--- src/include/uirq_regs.vh ---
`ifndef UIRQ_REGS_VH
`define UIRQ_REGS_VH
// ----------------------------------------------------------------------
// Register byte addresses
// ----------------------------------------------------------------------
`define UIRQ_ADDR_IE1 12'h000
`define UIRQ_ADDR_IE2 12'h004
`define UIRQ_ADDR_SERIAL_IRQ_FLAG_1 12'h008
`define UIRQ_ADDR_SERIAL_IRQ_FLAG_2 12'h00c
`define UIRQ_ADDR_CTRL 12'h010
`define UIRQ_ADDR_EVT 12'h014
`define UIRQ_ADDR_EVT_MASK 12'h018
// ----------------------------------------------------------------------
// Field positions
// ----------------------------------------------------------------------
`define UIRQ_TX0_BIT 7
`define UIRQ_RX0_BIT 6
`define UIRQ_TX1_BIT 5
`define UIRQ_RX1_BIT 4
`define UIRQ_TX0_R_BIT 1
`define UIRQ_RX0_R_BIT 0
// Control register bits.
`define UIRQ_CTRL_GIE 0
`define UIRQ_CTRL_SRST0 1
`define UIRQ_CTRL_SRST1 2
`define UIRQ_CTRL_SYNC0 3
`define UIRQ_CTRL_TWO0 4
`define UIRQ_CTRL_SYNC1 5
`define UIRQ_CTRL_TWO1 6
`define UIRQ_CTRL_REDUCED 7
// ----------------------------------------------------------------------
// Reset values
// ----------------------------------------------------------------------
`define UIRQ_CTRL_RESET 8'h06
`define UIRQ_ZERO8 8'h00
`endif

--- src/rtl/uirq_unit_flags.v ---
`timescale 1ns/1ps
// ----------------------------------------------------------------------
// Transmit and receive flag pair of one serial unit
// ----------------------------------------------------------------------
module uirq_unit_flags (
    input wire pclk,
    input wire presetn,
    input wire soft_reset_bit,
    input wire tx_empty,
    input wire tx_load,
    input wire tx_ack,
    input wire rx_done,
    input wire rx_read,
    input wire wr_en,
    input wire wr_tx,
    input wire wr_rx,
    output reg tx_empty_flag,
    output reg rx_full_flag
);
    // A new event wins over any clear in the same cycle, except tx_load, which beats tx_empty.
    always @(posedge pclk or negedge presetn) begin
        if (!presetn) begin
            tx_empty_flag <= 1'b1;
            rx_full_flag <= 1'b0;
        end else begin
            if (soft_reset_bit) begin
                tx_empty_flag <= 1'b1;
            end else if (tx_empty && !tx_load) begin
                tx_empty_flag <= 1'b1;
            end else if (tx_load || tx_ack) begin
                tx_empty_flag <= 1'b0;
            end else if (wr_en) begin
                tx_empty_flag <= wr_tx;
            end
            if (rx_done) begin
                rx_full_flag <= 1'b1;
            end else if (rx_read) begin
                rx_full_flag <= 1'b0;
            end else if (wr_en) begin
                rx_full_flag <= wr_rx;
            end
        end
    end
endmodule // uirq_unit_flags

--- src/rtl/uirq_apb_slave.v ---
`timescale 1ns/1ps
`include "uirq_regs.vh"
// ----------------------------------------------------------------------
// APB decode: zero wait states, error on unmapped addresses
// ----------------------------------------------------------------------
module uirq_apb_slave (
    input wire psel,
    input wire penable,
    input wire pwrite,
    input wire [11:0] paddr,
    output wire pready,
    output wire pslverr,
    output wire acc,
    output wire wr,
    output wire rd,
    output wire [6:0] hit
);
    assign pready = 1'b1;
    assign acc = psel && penable;
    assign hit[0] = (paddr == `UIRQ_ADDR_IE1);
    assign hit[1] = (paddr == `UIRQ_ADDR_IE2);
    assign hit[2] = (paddr == `UIRQ_ADDR_SERIAL_IRQ_FLAG_1);
    assign hit[3] = (paddr == `UIRQ_ADDR_SERIAL_IRQ_FLAG_2);
    assign hit[4] = (paddr == `UIRQ_ADDR_CTRL);
    assign hit[5] = (paddr == `UIRQ_ADDR_EVT);
    assign hit[6] = (paddr == `UIRQ_ADDR_EVT_MASK);
    assign pslverr = acc && (hit == 7'h00);
    assign wr = acc && pwrite && (hit != 7'h00);
    assign rd = acc && !pwrite && (hit != 7'h00);
endmodule // uirq_apb_slave

--- src/rtl/uirq_regs_top.v ---
// Implementation choices: the APB register port and the placing of the registers.
`timescale 1ns/1ps
`include "uirq_regs.vh"
// Notes on behaviour
// - Unit 0 transmit flag sets while its transmit buffer holds nothing.
// - Unit 0 receive flag sets when a full character reaches its buffer.
// - Unit 1 transmit flag sits at bit 5 of flag register 2, set on empty.
// - Unit 1 receive flag sits at bit 4 of flag register 2, set on receive.
// - Enable register 2 bit 5 gates the unit 1 transmit interrupt.
// - Enable register 2 bit 4 gates the unit 1 receive interrupt.
// - Reduced-pin variant keeps unit 0 enables at enable register 2 bits 1,0.
// - Unit 0 flags sit at flag 1 bits 7,6, or flag 2 bits 1,0 when reduced.
// - Other bit positions are free for other modules, held as plain bits.
// - A unit is in SPI mode only with sync mode 1 and two-wire mode 0.
// - Transmit request only when flag, enable and global enable are all set.
// - Transmit flag clears on service of its request or a buffer write.
// - Receive flag clears when software reads the receive buffer.
// - Reset or soft reset sets the transmit flag and clears both enables.
module uirq_regs_top (
    input wire pclk,
    input wire presetn,
    input wire psel,
    input wire penable,
    input wire pwrite,
    input wire [11:0] paddr,
    input wire [31:0] pwdata,
    output reg [31:0] prdata,
    output wire pready,
    output wire pslverr,
    input wire [1:0] tx_empty,
    input wire [1:0] tx_load,
    input wire [1:0] tx_ack,
    input wire [1:0] rx_done,
    input wire [1:0] rx_read,
    output wire [1:0] tx_irq,
    output wire [1:0] rx_irq,
    output wire [1:0] spi_mode,
    output wire [1:0] soft_reset_bit,
    output wire irq
);
    // ------------------------------------------------------------------
    // Bus decode
    // ------------------------------------------------------------------
    wire acc;
    wire wr;
    wire rd;
    wire [6:0] hit;
    reg [7:0] ie1;
    reg [7:0] ie2;
    reg [7:0] free1;
    reg [7:0] free2;
    reg [7:0] ctrl;
    reg [3:0] evt;
    reg [3:0] evt_mask;
    wire [1:0] txf;
    wire [1:0] rxf;
    wire reduced;
    wire global_int_enable;
    wire [1:0] tx_en;
    wire [1:0] rx_en;
    wire [7:0] flag1_view;
    wire [7:0] flag2_view;
    wire [1:0] fwr;
    wire [1:0] fwr_tx;
    wire [1:0] fwr_rx;
    wire [3:0] evt_new;
    wire [7:0] next_ctrl;
    uirq_apb_slave u_apb (
        .psel(psel),
        .penable(penable),
        .pwrite(pwrite),
        .paddr(paddr),
        .pready(pready),
        .pslverr(pslverr),
        .acc(acc),
        .wr(wr),
        .rd(rd),
        .hit(hit)
    );
    assign reduced = ctrl[`UIRQ_CTRL_REDUCED];
    assign global_int_enable = ctrl[`UIRQ_CTRL_GIE];
    // Soft reset clears the enables at the very edge that sets it, so no
    // interrupt leaks out in the cycle after the control write.
    assign next_ctrl = (wr && hit[4]) ? pwdata[7:0] : ctrl;
    assign soft_reset_bit = {ctrl[`UIRQ_CTRL_SRST1], ctrl[`UIRQ_CTRL_SRST0]};
    assign spi_mode[0] = ctrl[`UIRQ_CTRL_SYNC0]
        && !ctrl[`UIRQ_CTRL_TWO0];
    assign spi_mode[1] = ctrl[`UIRQ_CTRL_SYNC1]
        && !ctrl[`UIRQ_CTRL_TWO1];
    // ------------------------------------------------------------------
    // Enable registers
    // ------------------------------------------------------------------
    // Unit 0 enable lives in register 1 or 2 by variant.
    assign tx_en[0] = reduced ? ie2[`UIRQ_TX0_R_BIT]
        : ie1[`UIRQ_TX0_BIT];
    assign rx_en[0] = reduced ? ie2[`UIRQ_RX0_R_BIT]
        : ie1[`UIRQ_RX0_BIT];
    assign tx_en[1] = ie2[`UIRQ_TX1_BIT];
    assign rx_en[1] = ie2[`UIRQ_RX1_BIT];
    always @(posedge pclk or negedge presetn) begin
        if (!presetn) begin
            ie1 <= `UIRQ_ZERO8;
            ie2 <= `UIRQ_ZERO8;
            free1 <= `UIRQ_ZERO8;
            free2 <= `UIRQ_ZERO8;
            ctrl <= `UIRQ_CTRL_RESET;
        end else begin
            if (wr && hit[0]) begin
                ie1 <= pwdata[7:0];
            end
            if (wr && hit[1]) begin
                ie2 <= pwdata[7:0];
            end
            if (wr && hit[2]) begin
                free1 <= pwdata[7:0];
            end
            if (wr && hit[3]) begin
                free2 <= pwdata[7:0];
            end
            if (wr && hit[4]) begin
                ctrl <= pwdata[7:0];
            end
            // Soft reset holds the unit's enables cleared.
            if (next_ctrl[`UIRQ_CTRL_SRST0]) begin
                if (next_ctrl[`UIRQ_CTRL_REDUCED]) begin
                    ie2[`UIRQ_TX0_R_BIT] <= 1'b0;
                    ie2[`UIRQ_RX0_R_BIT] <= 1'b0;
                end else begin
                    ie1[`UIRQ_TX0_BIT] <= 1'b0;
                    ie1[`UIRQ_RX0_BIT] <= 1'b0;
                end
            end
            if (next_ctrl[`UIRQ_CTRL_SRST1]) begin
                ie2[`UIRQ_TX1_BIT] <= 1'b0;
                ie2[`UIRQ_RX1_BIT] <= 1'b0;
            end
        end
    end
    // ------------------------------------------------------------------
    // Flags per unit
    // ------------------------------------------------------------------
    assign fwr[0] = wr && (reduced ? hit[3] : hit[2]);
    assign fwr_tx[0] = reduced ? pwdata[`UIRQ_TX0_R_BIT]
                               : pwdata[`UIRQ_TX0_BIT];
    assign fwr_rx[0] = reduced ? pwdata[`UIRQ_RX0_R_BIT]
                               : pwdata[`UIRQ_RX0_BIT];
    assign fwr[1] = wr && hit[3];
    assign fwr_tx[1] = pwdata[`UIRQ_TX1_BIT];
    assign fwr_rx[1] = pwdata[`UIRQ_RX1_BIT];
    genvar u;
    generate
        for (u = 0; u < 2; u = u + 1) begin : g_unit
            uirq_unit_flags u_flags (
                .pclk(pclk),
                .presetn(presetn),
                .soft_reset_bit(soft_reset_bit[u]),
                .tx_empty(tx_empty[u]),
                .tx_load(tx_load[u]),
                .tx_ack(tx_ack[u]),
                .rx_done(rx_done[u]),
                .rx_read(rx_read[u]),
                .wr_en(fwr[u]),
                .wr_tx(fwr_tx[u]),
                .wr_rx(fwr_rx[u]),
                .tx_empty_flag(txf[u]),
                .rx_full_flag(rxf[u])
            );
            assign tx_irq[u] = txf[u] && tx_en[u] && global_int_enable;
            assign rx_irq[u] = rxf[u] && rx_en[u] && global_int_enable;
        end
    endgenerate
    // Unit 0 flags appear only in the register of the selected variant.
    assign flag1_view = reduced ? free1
        : {txf[0], rxf[0], free1[5:0]};
    assign flag2_view = {free2[7:6], txf[1], rxf[1], free2[3:2],
        reduced ? {txf[0], rxf[0]} : free2[1:0]};
    // ------------------------------------------------------------------
    // Event status, cleared by read, and mask
    // ------------------------------------------------------------------
    assign evt_new = {rx_done[1], rx_done[0], tx_empty[1] & ~txf[1],
        tx_empty[0] & ~txf[0]};
    always @(posedge pclk or negedge presetn) begin
        if (!presetn) begin
            evt <= 4'h0;
            evt_mask <= 4'h0;
        end else begin
            // Only the bits captured for the reader are cleared, so an event
            // landing between setup and access is not lost. New events win.
            if (rd && hit[5]) begin
                evt <= (evt & ~prdata[3:0]) | evt_new;
            end else begin
                evt <= evt | evt_new;
            end
            if (wr && hit[6]) begin
                evt_mask <= pwdata[3:0];
            end
        end
    end
    assign irq = |(evt & evt_mask);
    // ------------------------------------------------------------------
    // Read data
    // ------------------------------------------------------------------
    always @(posedge pclk or negedge presetn) begin
        if (!presetn) begin
            prdata <= 32'h0000_0000;
        end else if (psel && !penable && !pwrite) begin
            // Captured in setup so data is stable during the access phase.
            case (paddr)
                `UIRQ_ADDR_IE1: prdata <= {24'h000000, ie1};
                `UIRQ_ADDR_IE2: prdata <= {24'h000000, ie2};
                `UIRQ_ADDR_SERIAL_IRQ_FLAG_1: prdata <= {24'h000000, flag1_view};
                `UIRQ_ADDR_SERIAL_IRQ_FLAG_2: prdata <= {24'h000000, flag2_view};
                `UIRQ_ADDR_CTRL: prdata <= {24'h000000, ctrl};
                `UIRQ_ADDR_EVT: prdata <= {28'h0000000, evt};
                `UIRQ_ADDR_EVT_MASK: prdata <= {28'h0000000, evt_mask};
                default: prdata <= 32'h0000_0000;
            endcase
        end
    end
endmodule // uirq_regs_top

--- config.mk ---
export PLATFORM = sky130hd
export DESIGN_NAME = uirq_regs_top
export DESIGN_NICKNAME = d
export VERILOG_FILES = /design/src/rtl/uirq_unit_flags.v /design/src/rtl/uirq_apb_slave.v /design/src/rtl/uirq_regs_top.v
export VERILOG_INCLUDE_DIRS = /design/src /design/src/include
export SDC_FILE = /design/constraint.sdc
export NUM_CORES = 1
export LEC_CHECK = 0
export BUFFER_PORTS_ARGS = -buffer_cell sky130_fd_sc_hd__clkbuf_2
export CORE_ASPECT_RATIO = 0.9
export CORE_UTILIZATION = 51
export CTS_CLUSTER_DIAMETER = 60
export DETAILED_ROUTE_END_ITERATION = 16
export GPL_ROUTABILITY_DRIVEN = 0
export GPL_TIMING_DRIVEN = 0
export PLACE_DENSITY = 0.82
export SYNTH_ARGS = -nofsm -noshare
export SYNTH_HDL_FRONTEND = slang
export SYNTH_SLANG_ARGS = --single-unit
--- constraint.sdc ---
create_clock -name pclk -period 2.1 [get_ports pclk]
set_clock_uncertainty 0.2 [all_clocks]
set_input_delay 0.105 -clock pclk [delete_from_list [all_inputs] [get_ports pclk]]
set_output_delay 0.105 -clock pclk [all_outputs]
set_load 0.02 [all_outputs]
# --- Yosys cells after proc, flatten, opt, wreduce, memory -nomap -nowiden ---
# Index checks and enable logic that the tools add are counted.
totals:
  register_bits: 84
  input_bits: 59
  output_inout_bits: 43
  wordCells: 107
classes:
  eq_ne: 6
  n_mux: 31
  bitwise_logic: 9
  n_reduce_logical: 45
ops:
  columns: ["op", "n"]
  rows:
  - ["8-bit case mux with 7 select lines", 1]
  - ["12-bit by 5-bit equality test with 1-bit output, second input constant", 3]
  - ["1-bit logical AND", 28]
  - ["12-bit by 4-bit equality test with 1-bit output, second input constant", 2]
  - ["8-bit two-way mux", 3]
  - ["1-bit two-way mux", 19]
  - ["12-bit by 3-bit equality test with 1-bit output, second input constant", 1]
  - ["12-bit zero test", 1]
  - ["2-bit two-way mux", 6]
  - ["4-bit AND", 2]
  - ["4-bit bitwise OR", 2]
  - ["4-bit nonzero test", 2]
  - ["7-bit zero test", 1]
  - ["7-bit nonzero test", 1]
  - ["1-bit zero test", 6]
  - ["6-bit two-way mux", 1]
  - ["3-bit nonzero test", 2]
  - ["4-bit two-way mux", 1]
  - ["4-bit NOT", 1]
  - ["4-bit OR reduction", 1]
  - ["1-bit AND", 2]
  - ["1-bit logical OR", 2]
  - ["1-bit NOT", 2]
  - ["2-bit nonzero test", 1]

# --- Longest topological paths before layout ---
# Gate-level depths: netlist of the first run.
depth:
  depth_word: 8
  depth_mapped: 7
  mapped_depth_nobuf: 5

# --- Cells and area by module ---
# A second synthesis of the first run with hierarchy kept.
hier_totals:
  cells_unflattened: 312
  hier_area_um2: 3265.6
modules_own_cells:
  columns: ["mod", "instances", "cells_per_inst", "area_each_um2", "seq_area_each_um2"]
  rows:
  - ["uirq_regs_top", 1, 269, 2919.0, 1353.8]
  - ["uirq_unit_flags", 2, 8, 97.6, 51.3]
  - ["uirq_apb_slave", 1, 27, 151.4, 0.0]

# --- Worst setup path before layout of the first run ---
# OpenSTA, ideal clock, no wires.
synth_timing:
  path_type: "in2reg"
  start: "in paddr[1]"
  end: "reg ie1[0]"
  setup_ns: 0.125
  arrival_ns: 2.138
  required_time_ns: 1.775
  setup_slack_ns: -0.363
  cell_stages: 6
  path_buffers: 2
  path_cell_list: "or4_4 -> or4_4 -> buf_6 -> or4_4 -> buf_6 -> mux2_4"
synth_between:
  elab_chain_len: 4
  elab_cells_between_ends: 10
  cone_classes: "eq/ne: 6; reduce/logical: 4"
synth_rtl:
  columns: ["element", "line_no", "source"]
  rows:
  - ["start, declared", "uirq_regs_top.v:25", "input wire [11:0] paddr,"]
  - ["12-bit by 3-bit equality test with 1-bit output (no line), or another cell as far along", null, null]
  - ["7-bit nonzero test", "uirq_apb_slave.v:28", "assign wr = acc && pwrite && (hit != 7'h00);"]
  - ["1-bit logical AND", "uirq_apb_slave.v:28", null]
  - ["1-bit logical AND *", "uirq_regs_top.v:108", "if (wr && hit[0]) begin"]
  - ["end signal, assigned", "uirq_regs_top.v:102", "ie1 <= `UIRQ_ZERO8;"]
  - ["end signal, assigned", "uirq_regs_top.v:109", "ie1 <= pwdata[7:0];"]
  - ["end, declared", "uirq_regs_top.v:48", "reg [7:0] ie1;"]
# Every way passes the cells marked *; elsewhere a longest branch is shown, timed or not.
# A chain may end at the register's enable or synchronous reset.

# --- Worst setup path after layout of the first run ---
layout_timing:
  start: "in paddr[6]"
  end: "reg free1[1]"
layout_between:
  elab_chain_len: 4
  elab_cells_between_ends: 10
  cone_classes: "eq/ne: 6; reduce/logical: 4"
layout_rtl:
  columns: ["element", "line_no", "source"]
  rows:
  - ["12-bit by 3-bit equality test with 1-bit output (no line), or another cell as far along", null, null]
  - ["7-bit nonzero test", "uirq_apb_slave.v:28", null]
  - ["1-bit logical AND", "uirq_apb_slave.v:28", null]
  - ["1-bit logical AND *", "uirq_regs_top.v:114", "if (wr && hit[2]) begin"]
  - ["end signal, assigned", "uirq_regs_top.v:104", "free1 <= `UIRQ_ZERO8;"]
  - ["end signal, assigned", "uirq_regs_top.v:115", "free1 <= pwdata[7:0];"]
  - ["end, declared", "uirq_regs_top.v:50", "reg [7:0] free1;"]
# Marked as above.

==> out/results.ini, run 1 <==
[die]
rows=27
io_pins=102
die-height_um=77.4
die_x_um=85.8
design.core.area_um2=6110
initial_utilization=0.526
die-area_um2=6630

[layout]
multiInputGateArea_um2=1640
nNetsFinal=484
final-seq-area_um2=1460
nFillCells=439
drive_gt1_frac=0.360
diodes=0
area_growth_pct=32.8

[sta]
final-setup-viol-count=29
hold_viol=0
tightest_slew_ps=792
finalCritPeriodShare=1.08
setup_tns_ps=-3030
fin_ws_ps=-161
maxSlewHeadroom=0.472
fin_crit_ps=2260
whs_ps=54.8
slew_violations=0
rsz0062_at_grt=true
max_freq_ghz=0.442

[clock_network]
cts_tree=built
insertion_delay_ps=350
clk_pin_slew_worst_paths_ps=60
cts_buffer_depth=2
root_buffer=clkbuf_8
cts-buffers-inserted=9
cts.sinks=58
h-tree-depth=3

[drt]
drt_iter0_drc=368
drc_errors=0
routed_via_density=5.52
num_vias=2855
finalWirelength_um=8820
routedWlPerCell_um=17.1
dr.pass1.iters=5
ant_nets=0

[global_route]
grt_util_met1=0.354
met2_usage=0.440
grt_max_degree=59
antenna_found_initial=0
grt.met3_usage=0.0840
gr-usage-all-layers=0.273
grt_pass1_vias=2627
busiest_layer=met2
grt_first_pass_wirelength_um=13500
grt_remaining_overflow=0

[logic_synthesis]
ys_ff_latch=58
seq_area_frac_synth=0.452
ys_top_cells_by_count=dfrtp_1, nand2_1, buf_4, mux2_2, mux2i_1
yosysTopAreaCell=dfrtp_1
yosysTopAreaCellShare=0.420
synth_edf_count=0
synth-main-ff-cell=dfrtp_1
netlist_instances=312
avgSynthCellArea_um2=10.3
ys_top_cells_by_area=dfrtp_1, mux2_2, mux2i_1
synth_most_common_cell=dfrtp_1
ys_types=44
async_reset_ff_frac=1.00
ys_warn_count=0
syn-cell-area_um2=3220

[setup_path]
r2r_start=ctrl[7]
cp_max_fo=4
worstSetupEndpointType=register
critPathLaunch=paddr[6]
worstPathArrival_ps=2290
crit_type=in -> reg
required_ps=2130
start_kind=primary input

[power]
vdd_ir_drop_max_v=0.000396
power.leakage_nw=2.17
p_per_area_nw_per_um2=554

[outcome]
status=finished, violations left
violations=setup timing

[placement]
dp_hpwl_um=5600
portBuffers=49

[min_path]
hp-start=pwdata[1]
hold_class=in -> reg

[run]
cap_violations=0

==> sequential cells by signal, summed over array words and instances, names as in the netlist <==
| register | cells |
|---|---|
| free2 | 6 |
| g_unit.u_flags.tx_empty_flag | 2 |
| g_unit.u_flags.rx_full_flag | 2 |
| evt_mask | 4 |
| ctrl | 8 |
| free1 | 8 |
| ie1 | 8 |
| ie2 | 8 |
| evt | 4 |
| prdata | 8 |
==> metrics by stage <==
stage	utilization	setup slack (ps)	total power, W	std cells	cell area (um^2)
finish	0.699	-161	0.00237	517	4280
global route	0.699	-165	0.00245	517	4280
CTS	0.682	-107	0.00238	515	4170
detailed placement	0.601	-799	0.00139	471	3670
global placement	0.600	-832	0.00139	471	3670
floorplan	-	-363	0.00130	335	3320
==> path summary, 6_finish.rpt <==
path | endpoint | slack [ps] | cells past startpoint
setup / recovery | free1[1] | -160 | 8
hold / removal | ie2[1] | 50 | 3
setup reg to reg | prdata[0] | 170 | 5
hold reg to reg | prdata[5] | 290 | 2
max in group asynchronous | ie2[2] | 970 | 2
min in group asynchronous | ctrl[0] | 220 | 2
==> cell usage in the layout, fill, tap and decap left out, drive strengths merged, types with 2 or more instances in the layout <==
master and instances:
and3 3, nor2b 4, o221ai 2, nand2 44, inv 6, a311oi 2
a211o 2, nor3b 3, a21oi 6, a211oi 2, a22oi 5, nor2 13
or4 4, nand2b 3, a31oi 5, a21o 3, mux2 32, dfstp 4
o21ai 19, dfrtp 54, clkinv 2, o21bai 2, dlygate4sd3 22, conb 25
mux2i 24, nand3 7, a2bb2oi 2, clkbuf 73, buf 41, nor3 5
==> worst max-delay path, cell delays in order <==
cell and delay [ps]:
clkbuf_2 80, or4_4 520, or4_4 590, buf_6 160
buf_6 120, nor3b_4 250, buf_6 170, mux2_4 300
==> cells by family (layout without fill, tap and decap cells) <==
logic type,count (synthesis),count (layout),synth area share
AND/OR/NAND/NOR,91,91,0.144
flip-flops,58,58,0.452
other,2,25,0.00233
XOR/XNOR,1,1,0.00272
AO/OA/AOI/OAI,55,55,0.112
buffers and inverters,49,144,0.0933
multiplexers,56,56,0.194
==> repair_timing <==
item	CTS	global route
gates resized for setup	7	24
pin swaps	1	7
hold buffers	22	0
cloned	1	0
buffers inserted	6	3
hold endpoints to repair	102	0
endpoints found under the setup margin	34	29
==> power breakdown <==
| part | switching [W] | internal, W | leakage [nW] |
|---|---|---|---|
| Clock | 0.000430 | 0.000521 | 0.0965 |
| Sequential | 0.00000732 | 0.00113 | 0.773 |
| Combinational | 0.000167 | 0.000118 | 1.30 |
==> metal layers <==
metal,routed length [um],part of all wire,vias to the layer above
met5,0,0,-
met4,268,0.030,0
met3,906,0.10,35
met2,4010,0.45,194
met1,3630,0.41,1351
li1,-,-,1275
==> cell type report <==
| cell class | count | area share |
|---|---|---|
| sequential | 58 | 0.341 |
| inverter | 6 | 0.00527 |
| clock buffer | 14 | 0.0404 |
| buffer | 41 | 0.0661 |
| timing repair buffer | 81 | 0.136 |
| tap | 87 | 0.0255 |
| clock inverter | 2 | 0.00234 |
| multi-input combinational | 228 | 0.384 |
(Power assumes the default switching activity.)
==> inputs of run 2 (changes only) <==
--- a/config.mk
+++ b/config.mk
@@ -13,5 +13,5 @@
 export DETAILED_ROUTE_END_ITERATION = 16
 export GPL_ROUTABILITY_DRIVEN = 0
-export GPL_TIMING_DRIVEN = 0
+export GPL_TIMING_DRIVEN = 1
 export PLACE_DENSITY = 0.82
 export SYNTH_ARGS = -nofsm -noshare
==> constraint.sdc (replaced) <==
create_clock -name pclk -period 2.1 [get_ports pclk]
set_clock_uncertainty 0.2 [all_clocks]
set_input_delay 0.42 -clock pclk [delete_from_list [all_inputs] [get_ports pclk]]
set_output_delay 0.42 -clock pclk [all_outputs]
set_load 0.02 [all_outputs]
==> run 2 against run 1 <==
Die area stayed put. Largest power group unchanged. Maximum frequency decreased by 8.1%. Utilization is 2.3 points lower. Worst setup slack got worse by 200 ps. Sequential cell count is the same. Critical path type unchanged. Sequential power hardly changed. The flow still finishes with violations (setup timing). Sequential share of layout area up 1.2 points. Final cell count decreased by 4.6%.
==> out/results.ini, run 2 (synthesis gave the netlist of run 1 again) <==
[outcome]
status=finished, violations left
violations=setup timing

[global_route]
antenna_found_initial=0  ; unchanged
grt_pass1_vias=2756  ; +4.9%
grt_first_pass_wirelength_um=13900  ; +3.5%
grt_util_met1=0.375  ; +0.0201
grt.met3_usage=0.0553  ; -0.0287
busiest_layer=met2
grt_remaining_overflow=0  ; unchanged
grt_max_degree=32  ; -46%
gr-usage-all-layers=0.280  ; +0.00634
met2_usage=0.443  ; +0.00320

[min_path]
hold_class=in -> reg
min_path_cells=2  ; -1
holdPathEnd=g_unit[1].u_flags.rx_full_flag
hp-start=rx_read[1]

[setup_path]
crit_chain=clkbuf_2 > or4_4 > or4_4 > or4_4 > mux2_4
crit_buf_inv=1  ; -3
crit_type=in -> reg
critPathTopFamily=simple AND/OR/NAND/NOR gates
cpPeakStageDelay_ps=620  ; +30 ps
r2r_start=ctrl[7]
cp_max_fo=5  ; +1
timing.rr.end=prdata[0]
worstSetupEndpointType=register
reg2reg_slack_ps=430  ; +260 ps
required_ps=2130  ; about the same
rr_worst_depth=5  ; unchanged
start_kind=primary input
crit_slowest_cell=or4_4
worstPathArrival_ps=2490  ; +200 ps
path_common_cell=or4_4

[layout]
nFillCells=447  ; +1.8%
stdcell_count=493  ; -4.6%
final-seq-area_um2=1460  ; about the same
final_cell_mix=dfrtp_1, clkbuf_2, nand2_1, buf_4, conb_1
multiInputGateArea_um2=1690  ; +2.8%
nNetsFinal=460  ; -5.0%
fin_area_um2=4140  ; -3.3%
area_growth_pct=28.4
drive_gt1_frac=0.419  ; +0.0583
layout_commonest_cell=dfrtp_1
diodes=0  ; unchanged

[sta]
finalCritPeriodShare=1.17  ; +0.0955
whs_ps=60.4  ; +5.59 ps
final-setup-viol-count=43  ; +48%
fin_crit_ps=2460  ; +201 ps
max_freq_ghz=0.406  ; -8.1%
slew_violations=0  ; unchanged
hold_viol=0  ; unchanged
rsz0062_at_grt=true
fin_ws_ps=-362  ; -201 ps
setup_tns_ps=-9860  ; -6830 ps

[power]
vdd_ir_drop_max_v=0.000351  ; -11%
p_total_w=0.00235  ; -0.89%
p_switching_w=0.000617  ; +2.0%
power.leakage_nw=2.13  ; -2.0%
seqPwrFrac=0.482  ; +0.004
internal-power_w=0.00173  ; -1.9%
swShare=0.263  ; +0.00749
clockPowerShare=0.413  ; +0.011
p_per_area_nw_per_um2=568  ; +2.5%
combPwrFrac=0.105  ; -0.015

[die]
die-area_um2=6630  ; unchanged
rows=27  ; unchanged
design.core.area_um2=6110  ; unchanged
die_x_um=85.8  ; unchanged
initial_utilization=0.526  ; unchanged
io_pins=102  ; unchanged
die-height_um=77.4  ; unchanged

[placement]
dp_hpwl_um=6040  ; +7.8%
place_inst=468  ; -0.64%
placed_cell_area_um2=3720  ; +1.2%
portBuffers=52  ; +6.1%

[run]
cap_violations=0  ; unchanged

[clock_network]
clk_pin_slew_worst_paths_ps=70  ; about the same
cts.sinks=58  ; unchanged
cts_buffer_depth=2  ; unchanged
cts-buffers-inserted=9  ; unchanged
cts_tree=built
insertion_delay_ps=340  ; about the same
h-tree-depth=3  ; unchanged
root_buffer=clkbuf_8

[drt]
dr.pass1.iters=4  ; -1
routedWlPerCell_um=17.6  ; +3.4%
ant_nets=0  ; unchanged
drc_errors=0  ; unchanged
drt_iter0_drc=280  ; -24%
num_vias=2711  ; -5.0%
finalWirelength_um=8690  ; -1.4%
routed_via_density=5.50  ; -0.42%

run 2: worst reg2reg max path, delay by kind of cell (launching register included):
kind | cells | cell delay [ps]
DFF | 1 | 560
muxes | 1 | 250
and+or+nand+nor | 1 | 90
AOI/OAI and AO/OA | 3 | 460
run 2: timing repair:
item,CTS,global route
setup buffers,4,4
resized for setup,26,21
endpoints found under the setup margin,44,47
hold buffers,1,0
pin swaps,5,5
cloned,1,0
hold endpoints to repair,14,0
run 2: layer usage:
layer	wire [um]	share of wire
met1	3750	0.43
met2	4100	0.47
met3	693	0.080
met4	148	0.017
met5	0	0
run 2: worst max path at each step:
stage,start,endpoint,cells past startpoint,slack [ps]
floorplan,paddr[1],ie1[0],6,-680
global placement,paddr[1],ie1[5],5,-680
detailed placement,paddr[1],ie1[0],5,-710
CTS,paddr[1],ie1[2],5,-310
global route,paddr[1],ie1[0],5,-380
finish,paddr[1],ie1[0],5,-360
run 2: per-stage QoR:
| step | setup slack, ps | util |
|---|---|---|
| 6_report | -362 | 0.676 |
| 5_1_grt | -376 | 0.676 |
| 4_1_cts | -307 | 0.662 |
| 3_5_place_dp | -706 | 0.608 |
| 3_3_place_gp | -681 | 0.608 |
| 2_1_floorplan | -678 | - |
run 2: cell type report:
type	instances	share of cell area
tap	87	0.0263
clock inverter	2	0.00242
sequential	58	0.352
timing repair buffer	97	0.163
clock buffer	14	0.0418
inverter	6	0.00545
multi-input combinational	229	0.408
run 2: power by group through the flow:
stage	registers, W	clock network (W)	logic (W)
3_3_place_gp	0.00115	0	0.000224
6_report	0.00113	0.000970	0.000246
3_5_place_dp	0.00115	0	0.000230
5_1_grt	0.00113	0.00102	0.000267
2_1_floorplan	0.00115	0	0.000152
4_1_cts	0.00113	0.000968	0.000240
